--- src/logic/capture_defs.svh ---
`ifndef CAPTURE_DEFS_SVH
`define CAPTURE_DEFS_SVH

// ---------------------------------------------------------------
// register map
// ---------------------------------------------------------------
`define OFS_MODE_A 8'h18
`define OFS_MODE_B 8'h1C
`define OFS_ENABLE 8'h20
`define OFS_STATUS 8'h24
`define MODE_RESET 16'h0000
`define ENABLE_RESET 4'h0

// ---------------------------------------------------------------
// field positions
// ---------------------------------------------------------------
`define CH_LO_BASE 0
`define CH_HI_BASE 8
`define ENABLE_STRIDE 4
`define STATUS_LEVEL_BASE 0
`define STATUS_INPUT_BASE 4

// ---------------------------------------------------------------
// codes
// ---------------------------------------------------------------
`define SEL_OUTPUT 2'h0
`define SEL_OWN_PIN 2'h1
`define SEL_PAIR_PIN 2'h2
`define SEL_TRIGGER 2'h3
`define TRIG_INTERNAL_LIMIT 3'h4

`endif

--- src/logic/capture_pkg.sv ---
package capture_pkg;

  // ---------------------------------------------------------------
  // channel mode byte, output view and input view
  // ---------------------------------------------------------------
  typedef struct packed {
    logic clear_enable;
    logic [2:0] output_mode;
    logic preload_enable;
    logic fast_enable;
    logic [1:0] source_select;
  } oc_view_t;

  typedef struct packed {
    logic [3:0] filter_code;
    logic [1:0] capture_divider;
    logic [1:0] source_select;
  } ic_view_t;

  // sample rate mask and event count decoded from a filter code
  typedef struct packed {
    logic use_kernel;
    logic [4:0] rate_mask;
    logic [3:0] count;
  } filt_cfg_t;

endpackage : capture_pkg
--- src/logic/capture_cond.sv ---
// Added by the designer: the APB slave port.
`timescale 1ns/10ps
`include "capture_defs.svh"
// How it works
// - codes 0100-0111 sample at base/2 or base/4, N six or eight
// - codes 1100-1111 sample at base/16 N8, or base/32 N5, 6, 8
// - channel enable low holds that channel's event divider in reset
// - divider 00 captures on every detected edge
// - divider 01, 10, 11 captures once per 2, 4, 8 events
// - select 00 makes the channel an output compare channel
// - select 01 takes the channel's own pin, 10 the paired pin
// - select 11 takes the internal trigger, only if trigger is internal
// - select field written only while the channel enable is low
// - direction of each channel comes only from its select field
// - other mode bits mean compare controls or filter/divider controls
// - mode b output view: channel four fields in bits 15 to 8
// - mode b output view: channel three fields in bits 7 to 0
// - mode b input view: channel four filter, divider, select
// - mode b input view: channel three filter, divider, select
// - mode a input view: channel one filter, divider, select
// - mode a input view: channel two filter, divider, select
// - filter changes level only after N consecutive new-level samples
// - code 0000 unfiltered at base rate; 0001-0011 kernel N 2,4,8
module capture_cond #(
  parameter int DTS_DIV = 1,
  parameter int CHANNELS = 4
) (
  input wire logic clk_in,
  input wire logic sys_rst_in,
  input wire logic psel_in,
  input wire logic penable_in,
  input wire logic pwrite_in,
  input wire logic [7:0] paddr_in,
  input wire logic [31:0] pwdata_in,
  output logic [31:0] prdata_out,
  output logic pready_out,
  output logic pslverr_out,
  input wire logic [3:0] pin_input_in,
  input wire logic internal_trigger_feed_in,
  input wire logic [2:0] trigger_select_field_in,
  output logic [3:0] capture_out,
  output logic [3:0] filtered_level_out,
  output logic [3:0] chan_is_input_out,
  output capture_pkg::oc_view_t [3:0] oc_view_out
);

  // ---------------------------------------------------------------
  // elaboration checks
  // ---------------------------------------------------------------
  if (DTS_DIV < 1 || DTS_DIV > 255) begin : g_bad_div
    $error("DTS_DIV must be 1 to 255");
  end
  if (CHANNELS != 4) begin : g_bad_ch
    $error("register layout serves exactly four channels");
  end

  // ---------------------------------------------------------------
  // filter code table
  // ---------------------------------------------------------------
  function automatic capture_pkg::filt_cfg_t decode_filter(
    input logic [3:0] code
  );
    capture_pkg::filt_cfg_t c;
    c = '{use_kernel: 1'b0, rate_mask: 5'h00, count: 4'h1};
    case (code)
      4'h0: c = '{1'b0, 5'h00, 4'h1};
      4'h1: c = '{1'b1, 5'h00, 4'h2};
      4'h2: c = '{1'b1, 5'h00, 4'h4};
      4'h3: c = '{1'b1, 5'h00, 4'h8};
      4'h4: c = '{1'b0, 5'h01, 4'h6};
      4'h5: c = '{1'b0, 5'h01, 4'h8};
      4'h6: c = '{1'b0, 5'h03, 4'h6};
      4'h7: c = '{1'b0, 5'h03, 4'h8};
      4'h8: c = '{1'b0, 5'h07, 4'h6};
      4'h9: c = '{1'b0, 5'h07, 4'h8};
      4'hA: c = '{1'b0, 5'h0F, 4'h5};
      4'hB: c = '{1'b0, 5'h0F, 4'h6};
      4'hC: c = '{1'b0, 5'h0F, 4'h8};
      4'hD: c = '{1'b0, 5'h1F, 4'h5};
      4'hE: c = '{1'b0, 5'h1F, 4'h6};
      4'hF: c = '{1'b0, 5'h1F, 4'h8};
      default: c = '{1'b0, 5'h00, 4'h1};
    endcase
    return c;
  endfunction : decode_filter

  // ---------------------------------------------------------------
  // registers and bus
  // ---------------------------------------------------------------
  logic [15:0] mode_a_ff;
  logic [15:0] mode_b_ff;
  logic [3:0] enable_ff;
  logic [31:0] prdata_ff;
  logic pslverr_ff;
  logic setup;
  logic wr_access;
  logic mapped;
  logic [15:0] nxt_mode_a;
  logic [15:0] nxt_mode_b;
  logic [3:0] level_ff;
  logic [3:0] capture_ff;
  logic [7:0] mode_byte [4];
  capture_pkg::ic_view_t ic_view [4];

  assign setup = psel_in && !penable_in;
  assign wr_access = psel_in && penable_in && pwrite_in;
  assign mapped = paddr_in == `OFS_MODE_A || paddr_in == `OFS_MODE_B ||
                  paddr_in == `OFS_ENABLE || paddr_in == `OFS_STATUS;
  assign pready_out = 1'b1;
  assign prdata_out = prdata_ff;
  assign pslverr_out = pslverr_ff;

  // select bits keep their value while the channel is enabled, so a
  // running capture never sees its source swapped underneath it
  always_comb begin
    nxt_mode_a = pwdata_in[15:0];
    nxt_mode_b = pwdata_in[15:0];
    if (enable_ff[0]) begin
      nxt_mode_a[1:0] = mode_a_ff[1:0];
    end
    if (enable_ff[1]) begin
      nxt_mode_a[9:8] = mode_a_ff[9:8];
    end
    if (enable_ff[2]) begin
      nxt_mode_b[1:0] = mode_b_ff[1:0];
    end
    if (enable_ff[3]) begin
      nxt_mode_b[9:8] = mode_b_ff[9:8];
    end
  end

  always_ff @(posedge clk_in or posedge sys_rst_in) begin
    if (sys_rst_in) begin
      mode_a_ff <= `MODE_RESET;
      mode_b_ff <= `MODE_RESET;
      enable_ff <= `ENABLE_RESET;
    end else if (wr_access) begin
      if (paddr_in == `OFS_MODE_A) begin
        mode_a_ff <= nxt_mode_a;
      end
      if (paddr_in == `OFS_MODE_B) begin
        mode_b_ff <= nxt_mode_b;
      end
      if (paddr_in == `OFS_ENABLE) begin
        for (int i = 0; i < 4; i++) begin
          enable_ff[i] <= pwdata_in[i * `ENABLE_STRIDE];
        end
      end
    end
  end

  // read data is latched in the setup cycle; the access cycle answers
  always_ff @(posedge clk_in or posedge sys_rst_in) begin
    if (sys_rst_in) begin
      prdata_ff <= 32'h0000_0000;
      pslverr_ff <= 1'b0;
    end else if (setup) begin
      pslverr_ff <= !mapped;
      prdata_ff <= 32'h0000_0000;
      case (paddr_in)
        `OFS_MODE_A: prdata_ff[15:0] <= mode_a_ff;
        `OFS_MODE_B: prdata_ff[15:0] <= mode_b_ff;
        `OFS_ENABLE: begin
          for (int i = 0; i < 4; i++) begin
            prdata_ff[i * `ENABLE_STRIDE] <= enable_ff[i];
          end
        end
        `OFS_STATUS: begin
          prdata_ff[`STATUS_LEVEL_BASE +: 4] <= level_ff;
          prdata_ff[`STATUS_INPUT_BASE +: 4] <= chan_is_input_out;
        end
        default: prdata_ff <= 32'h0000_0000;
      endcase
    end
  end

  // ---------------------------------------------------------------
  // base sampling clock and its divided rates
  // ---------------------------------------------------------------
  logic [7:0] dts_cnt_ff;
  logic dts_tick;
  logic [4:0] rate_cnt_ff;

  assign dts_tick = dts_cnt_ff == 8'(DTS_DIV - 1);

  always_ff @(posedge clk_in or posedge sys_rst_in) begin
    if (sys_rst_in) begin
      dts_cnt_ff <= 8'h00;
    end else begin
      dts_cnt_ff <= dts_tick ? 8'h00 : dts_cnt_ff + 8'h01;
    end
  end

  always_ff @(posedge clk_in or posedge sys_rst_in) begin
    if (sys_rst_in) begin
      rate_cnt_ff <= 5'h00;
    end else if (dts_tick) begin
      rate_cnt_ff <= rate_cnt_ff + 5'h01;
    end
  end

  logic trig_internal;
  assign trig_internal = trigger_select_field_in < `TRIG_INTERNAL_LIMIT;

  // ---------------------------------------------------------------
  // per channel conditioning
  // ---------------------------------------------------------------
  logic [3:0] raw_sel;
  logic [3:0] samp_en;
  logic [3:0] edge_hit;
  logic [2:0] psc_cnt_ff [4];
  logic [3:0] filt_cnt_ff [4];
  logic [3:0] fcode [4];
  logic [1:0] fdiv [4];
  logic [1:0] fsel [4];

  // channel one and two share mode a, three and four mode b
  assign mode_byte[0] = mode_a_ff[`CH_LO_BASE +: 8];
  assign mode_byte[1] = mode_a_ff[`CH_HI_BASE +: 8];
  assign mode_byte[2] = mode_b_ff[`CH_LO_BASE +: 8];
  assign mode_byte[3] = mode_b_ff[`CH_HI_BASE +: 8];

  for (genvar ch = 0; ch < 4; ch++) begin : g_ch
    capture_pkg::filt_cfg_t cfg;
    logic [2:0] psc_mask;

    assign ic_view[ch] = capture_pkg::ic_view_t'(mode_byte[ch]);
    assign oc_view_out[ch] = capture_pkg::oc_view_t'(mode_byte[ch]);
    assign fcode[ch] = ic_view[ch].filter_code;
    assign fdiv[ch] = ic_view[ch].capture_divider;
    assign fsel[ch] = ic_view[ch].source_select;
    assign chan_is_input_out[ch] = fsel[ch] != `SEL_OUTPUT;
    assign cfg = decode_filter(fcode[ch]);

    always_comb begin
      case (fsel[ch])
        `SEL_OWN_PIN: raw_sel[ch] = pin_input_in[ch];
        `SEL_PAIR_PIN: raw_sel[ch] = pin_input_in[ch ^ 1];
        `SEL_TRIGGER: raw_sel[ch] = internal_trigger_feed_in &&
                                    trig_internal;
        default: raw_sel[ch] = 1'b0;
      endcase
    end

    assign samp_en[ch] = cfg.use_kernel ||
        (dts_tick && (rate_cnt_ff & cfg.rate_mask) == 5'h00);

    // event counter filter; a reprogrammed shorter N still lets a
    // pending count through at once rather than wrapping
    always_ff @(posedge clk_in or posedge sys_rst_in) begin
      if (sys_rst_in) begin
        filt_cnt_ff[ch] <= 4'h0;
        level_ff[ch] <= 1'b0;
      end else if (samp_en[ch]) begin
        if (raw_sel[ch] == level_ff[ch]) begin
          filt_cnt_ff[ch] <= 4'h0;
        end else if (filt_cnt_ff[ch] >= cfg.count - 4'h1) begin
          level_ff[ch] <= raw_sel[ch];
          filt_cnt_ff[ch] <= 4'h0;
        end else begin
          filt_cnt_ff[ch] <= filt_cnt_ff[ch] + 4'h1;
        end
      end
    end

    // rising edge of the filtered level; polarity lives elsewhere
    assign edge_hit[ch] = samp_en[ch] && !level_ff[ch] && raw_sel[ch] &&
        filt_cnt_ff[ch] >= cfg.count - 4'h1;

    always_comb begin
      case (fdiv[ch])
        2'h0: psc_mask = 3'h0;
        2'h1: psc_mask = 3'h1;
        2'h2: psc_mask = 3'h3;
        2'h3: psc_mask = 3'h7;
        default: psc_mask = 3'h0;
      endcase
    end

    always_ff @(posedge clk_in or posedge sys_rst_in) begin
      if (sys_rst_in) begin
        psc_cnt_ff[ch] <= 3'h0;
        capture_ff[ch] <= 1'b0;
      end else if (!enable_ff[ch]) begin
        psc_cnt_ff[ch] <= 3'h0;
        capture_ff[ch] <= 1'b0;
      end else begin
        capture_ff[ch] <= 1'b0;
        if (edge_hit[ch] && chan_is_input_out[ch]) begin
          if ((psc_cnt_ff[ch] & psc_mask) == psc_mask) begin
            psc_cnt_ff[ch] <= 3'h0;
            capture_ff[ch] <= 1'b1;
          end else begin
            psc_cnt_ff[ch] <= psc_cnt_ff[ch] + 3'h1;
          end
        end
      end
    end
  end

  assign capture_out = capture_ff;
  assign filtered_level_out = level_ff;
endmodule : capture_cond

--- config.mk ---
export PLATFORM = sky130hd
export DESIGN_NAME = capture_cond
export DESIGN_NICKNAME = d
export VERILOG_FILES = /design/src/logic/capture_pkg.sv /design/src/logic/capture_cond.sv
export VERILOG_INCLUDE_DIRS = /design/src /design/src/logic
export SDC_FILE = /design/constraint.sdc
export NUM_CORES = 1
export LEC_CHECK = 0
export ABC_CLOCK_PERIOD_IN_PS = 8400
export BUFFER_PORTS_ARGS = -buffer_cell sky130_fd_sc_hd__clkbuf_2
export CAP_MARGIN = 20
export CORE_AREA = 3 3 143 145
export CTS_BUF_LIST = sky130_fd_sc_hd__clkbuf_4 sky130_fd_sc_hd__clkbuf_8
export CTS_CLUSTER_SIZE = 20
export DETAILED_ROUTE_END_ITERATION = 12
export DIE_AREA = 0 0 146 148
export GPL_ROUTABILITY_DRIVEN = 0
export GPL_TIMING_DRIVEN = 0
export PLACE_DENSITY_LB_ADDON = 0.2
export SLEW_MARGIN = 20
export SYNTH_ARGS = -nofsm -noshare
export SYNTH_HDL_FRONTEND = slang
export SYNTH_SLANG_ARGS = --single-unit
--- constraint.sdc ---
create_clock -name clk_in -period 8.4 [get_ports clk_in]
set_input_delay 0.42 -clock clk_in [delete_from_list [all_inputs] [get_ports clk_in]]
set_output_delay 0.42 -clock clk_in [all_outputs]
set_load 0.005 [all_outputs]
==> run summary <==
Slew HR = 0.268
Yosys warnings = 0
Clk slew on worst S/H paths = 0.11 ns
Worst r2r src = mode_a_ff[12]$_DFFE_PP0P_
Clock buffer depth = 2
Tot GR Track Use = 0.169
Fin. max-slew vios = 0
Post-CTS Setup Bufs = 0
Slowest cell on the critical path = a2111oi_0
Commonest cells after routing, fill and taps aside = 102 x dfrtp_1, 94 x clkbuf_2, 71 x nand2_1
Routed Antenna Nets = 0
Critical Path Start = mode_a_ff[12]$_DFFE_PP0P_
Worst Setup EP = psc_cnt_ff[7]$_DFFE_PP0P_
Antenna violations before repair = 0
Antenna Cells = 0
Core area = 0.0193 mm^2
Gate Count Post-Synth = 687
Fmax achieved = 0.277 GHz
Synthesized flop and latch total = 102
Most common cell after layout, fill and taps aside = dfrtp_1
Drt pass-1 iters = 5
Initial Util = 0.346
CP top delay family = compound AO/OA/AOI/OAI gates
Top-area cell type share of the netlist area = 0.381
Vias in the first global route = 5,249
Nets = 920
Routed len/inst = 16.7 um
CTS Buf Count = 9
WP buf/inv = 2
DP HPWL = 13.7 mm
Fin Hold WS = 0.0501 ns
Outcome = finished, final reports clean
# port buffers = 94
Cts repair resizes = 0
Hold Crit Class = input pin to async pin
WP depth = 12
Actual slew at the worst max-slew pin = 1.09 ns
Number of synthesized flops with an enable pin = 0
Top FF cell, synth = dfrtp_1
Sw Pwr = 275 uW
CP Launch Type = flip-flop
Share of cells above drive strength 1 = 0.239
Worst R2R End = psc_cnt_ff[7]$_DFFE_PP0P_
Final worst path period need = 3.61 ns
Die Y = 148 um
Initial DRC Count = 271
I/O pins = 131
Post-Route WL = 18.0 mm
Clk pwr share = 0.347
Total grt overflow = 0
Top cells by area, synth = dfrtp_1 38%, ha_1 11%, mux2_2 5.0%
Die width = 146 um
Layout fillers = 1,976
Synth unique cells = 62
Reg power frac = 0.530
Hold Buf Count CTS = 0
Overall power = 983 uW
Maximum vdd drop = 0.0000945 V
Critical Path AT = 3.89 ns
Crit. End Element = flip-flop
Cell Rows = 51
Internal = 708 uW
Layout area overhead = 16.5%
Cell Area, Synth = 0.00670 mm^2
Unrepaired setup endpoints after global routing = false
Worst r2r path cells = 12
Crit Path Class = flip-flop to flip-flop
Ys async rst share = 1.00
Skew-Pair Late Insertion Delay = 0.39 ns
Max-cap violations = 0
FF-to-FF setup slack = 4.79 ns
Final worst-path cycle share = 0.429
Crit Path Max Fanout = 7
Crit path top cell by count = ha_1
Sw Ratio = 0.280
Endpoints failing setup = 0
Die area = 0.0216 mm^2
Routed vias/inst = 4.97
Worst clock skew = 0.0180 ns
Leakage power = 3.72 nW
First-pass GRT wire length = 29.0 mm
Final Hold Fails = 0
Worst path cell trace = inv_1 -> ha_1 -> nand2_1 -> o21ai_0 -> o21ai_0 -> inv_1 -> ha_1 -> ha_1 -> a2111oi_0 -> a2111oi_2 -> and2_1 -> a31o_2
DRC Markers = 0
Pwr/cell area = 126 mW/mm^2
Crit path required time = 8.69 ns
Clock root buffer = clkbuf_8
H-tree Lvls = 3
Clock sinks = 102
Largest net degree at the start of global routing = 54
CP peak stage delay = 0.69 ns
Post-synth top area cell = dfrtp_1
Setup tns final = 0 ns
Avg Cell Area, Syn = 9.75 um^2
Vias = 5,355
Comb power frac = 0.123
CTS tree = yes
Sequential-to-total area share from yosys stat = 0.381
-- worst min-delay path by stage --
stage                               startpoint                         end  cells past startpoint
finish                              sys_rst_in     dts_cnt_ff[5]$_DFF_PP0_                      2
global route                        sys_rst_in     dts_cnt_ff[5]$_DFF_PP0_                      2
CTS                                 sys_rst_in     dts_cnt_ff[5]$_DFF_PP0_                      2
detailed placement  prdata_out[10]$_DFFE_PP0P_  prdata_out[10]$_DFFE_PP0P_                      2
global placement     prdata_out[4]$_DFFE_PP0P_   prdata_out[4]$_DFFE_PP0P_                      2
floorplan            psc_cnt_ff[2]$_DFFE_PP0P_   psc_cnt_ff[2]$_DFFE_PP0P_                      1
-- registers in the layout, summed over array words and instances (netlist names) --
register	flops
filtered_level_out	4
pslverr_out	1
prdata_out	16
capture_out	4
psc_cnt_ff	12
enable_ff	4
mode_b_ff	16
rate_cnt_ff	5
filt_cnt_ff	16
dts_cnt_ff	8
mode_a_ff	16
-- final cells by class --
class                   count  area [um^2]  share of cell area
multi-input cells         533         3890               0.498
well taps                 265          332              0.0425
inverters                  25         98.8              0.0127
repair buffers             95          498              0.0638
clock buffers              11          145              0.0186
plain buffers              42          224              0.0287
clock inverters             5         65.1             0.00834
flip-flops and latches    102         2550               0.327
-- metrics by stage --
stage	worst slack, ns	util	instances	area, um^2
2_1_floorplan	5.30	-	702	6750
3_3_place_gp	3.76	0.391	1061	7550
3_5_place_dp	4.85	0.392	1062	7590
4_1_cts	4.79	0.403	1078	7800
5_1_grt	4.49	0.404	1078	7800
6_report	4.79	0.404	1078	7800
-- synth_stat cells, types with 3 or more instances --
library cell	number
dfrtp_1	102
nand2_1	71
o21ai_0	64
ha_1	59
nor2_1	31
mux2_2	30
inv_1	25
mux2i_1	23
a21oi_1	20
clkbuf_1	20
nand3_1	19
buf_4	17
nand2b_1	16
nor2b_1	16
xnor2_1	15
or2_2	14
o21a_1	10
a31oi_1	9
a22oi_1	8
nand3b_1	8
or3_1	7
xor2_1	7
nor3_1	6
a211o_1	5
a22o_1	5
and2_1	5
nor3b_1	5
o211ai_1	5
a2111oi_0	4
a32o_1	4
a32oi_1	4
and3_1	4
o311a_1	4
a31o_2	3
buf_1	3
nand4_1	3
nor4_4	3
o311ai_1	3
-- kinds of logic (layout without fill, tap and decap cells) --
kind of cell | Yosys count | after routing | synth area share
flip-flops | 102 | 102 | 0.381
AO/OA/AOI/OAI | 163 | 163 | 0.170
other | 2 | 17 | 0.00112
adder cells (fa/ha/maj) | 59 | 59 | 0.110
multiplexers | 54 | 54 | 0.0865
AND/OR/NAND/NOR | 218 | 218 | 0.175
buffers and inverters | 67 | 178 | 0.0475
XOR/XNOR | 22 | 22 | 0.0288
-- power groups by stage --
| stage | sequential, mW | combinational (mW) | clock [mW] |
|---|---|---|---|
| floorplan | 0.526 | 0.0820 | 0 |
| global placement | 0.531 | 0.118 | 0 |
| detailed placement | 0.531 | 0.122 | 0 |
| CTS | 0.521 | 0.123 | 0.352 |
| global route | 0.524 | 0.141 | 0.368 |
| finish | 0.521 | 0.121 | 0.341 |
-- routing by layer --
metal	vias up	global-route usage	part of all wire
met5	-	0	0
li1	2667	-	-
met2	135	0.267	0.45
met3	15	0.0374	0.051
met4	0	0.0527	0.016
met1	2538	0.233	0.48
No activity file was read; power rests on OpenSTA's default activity.
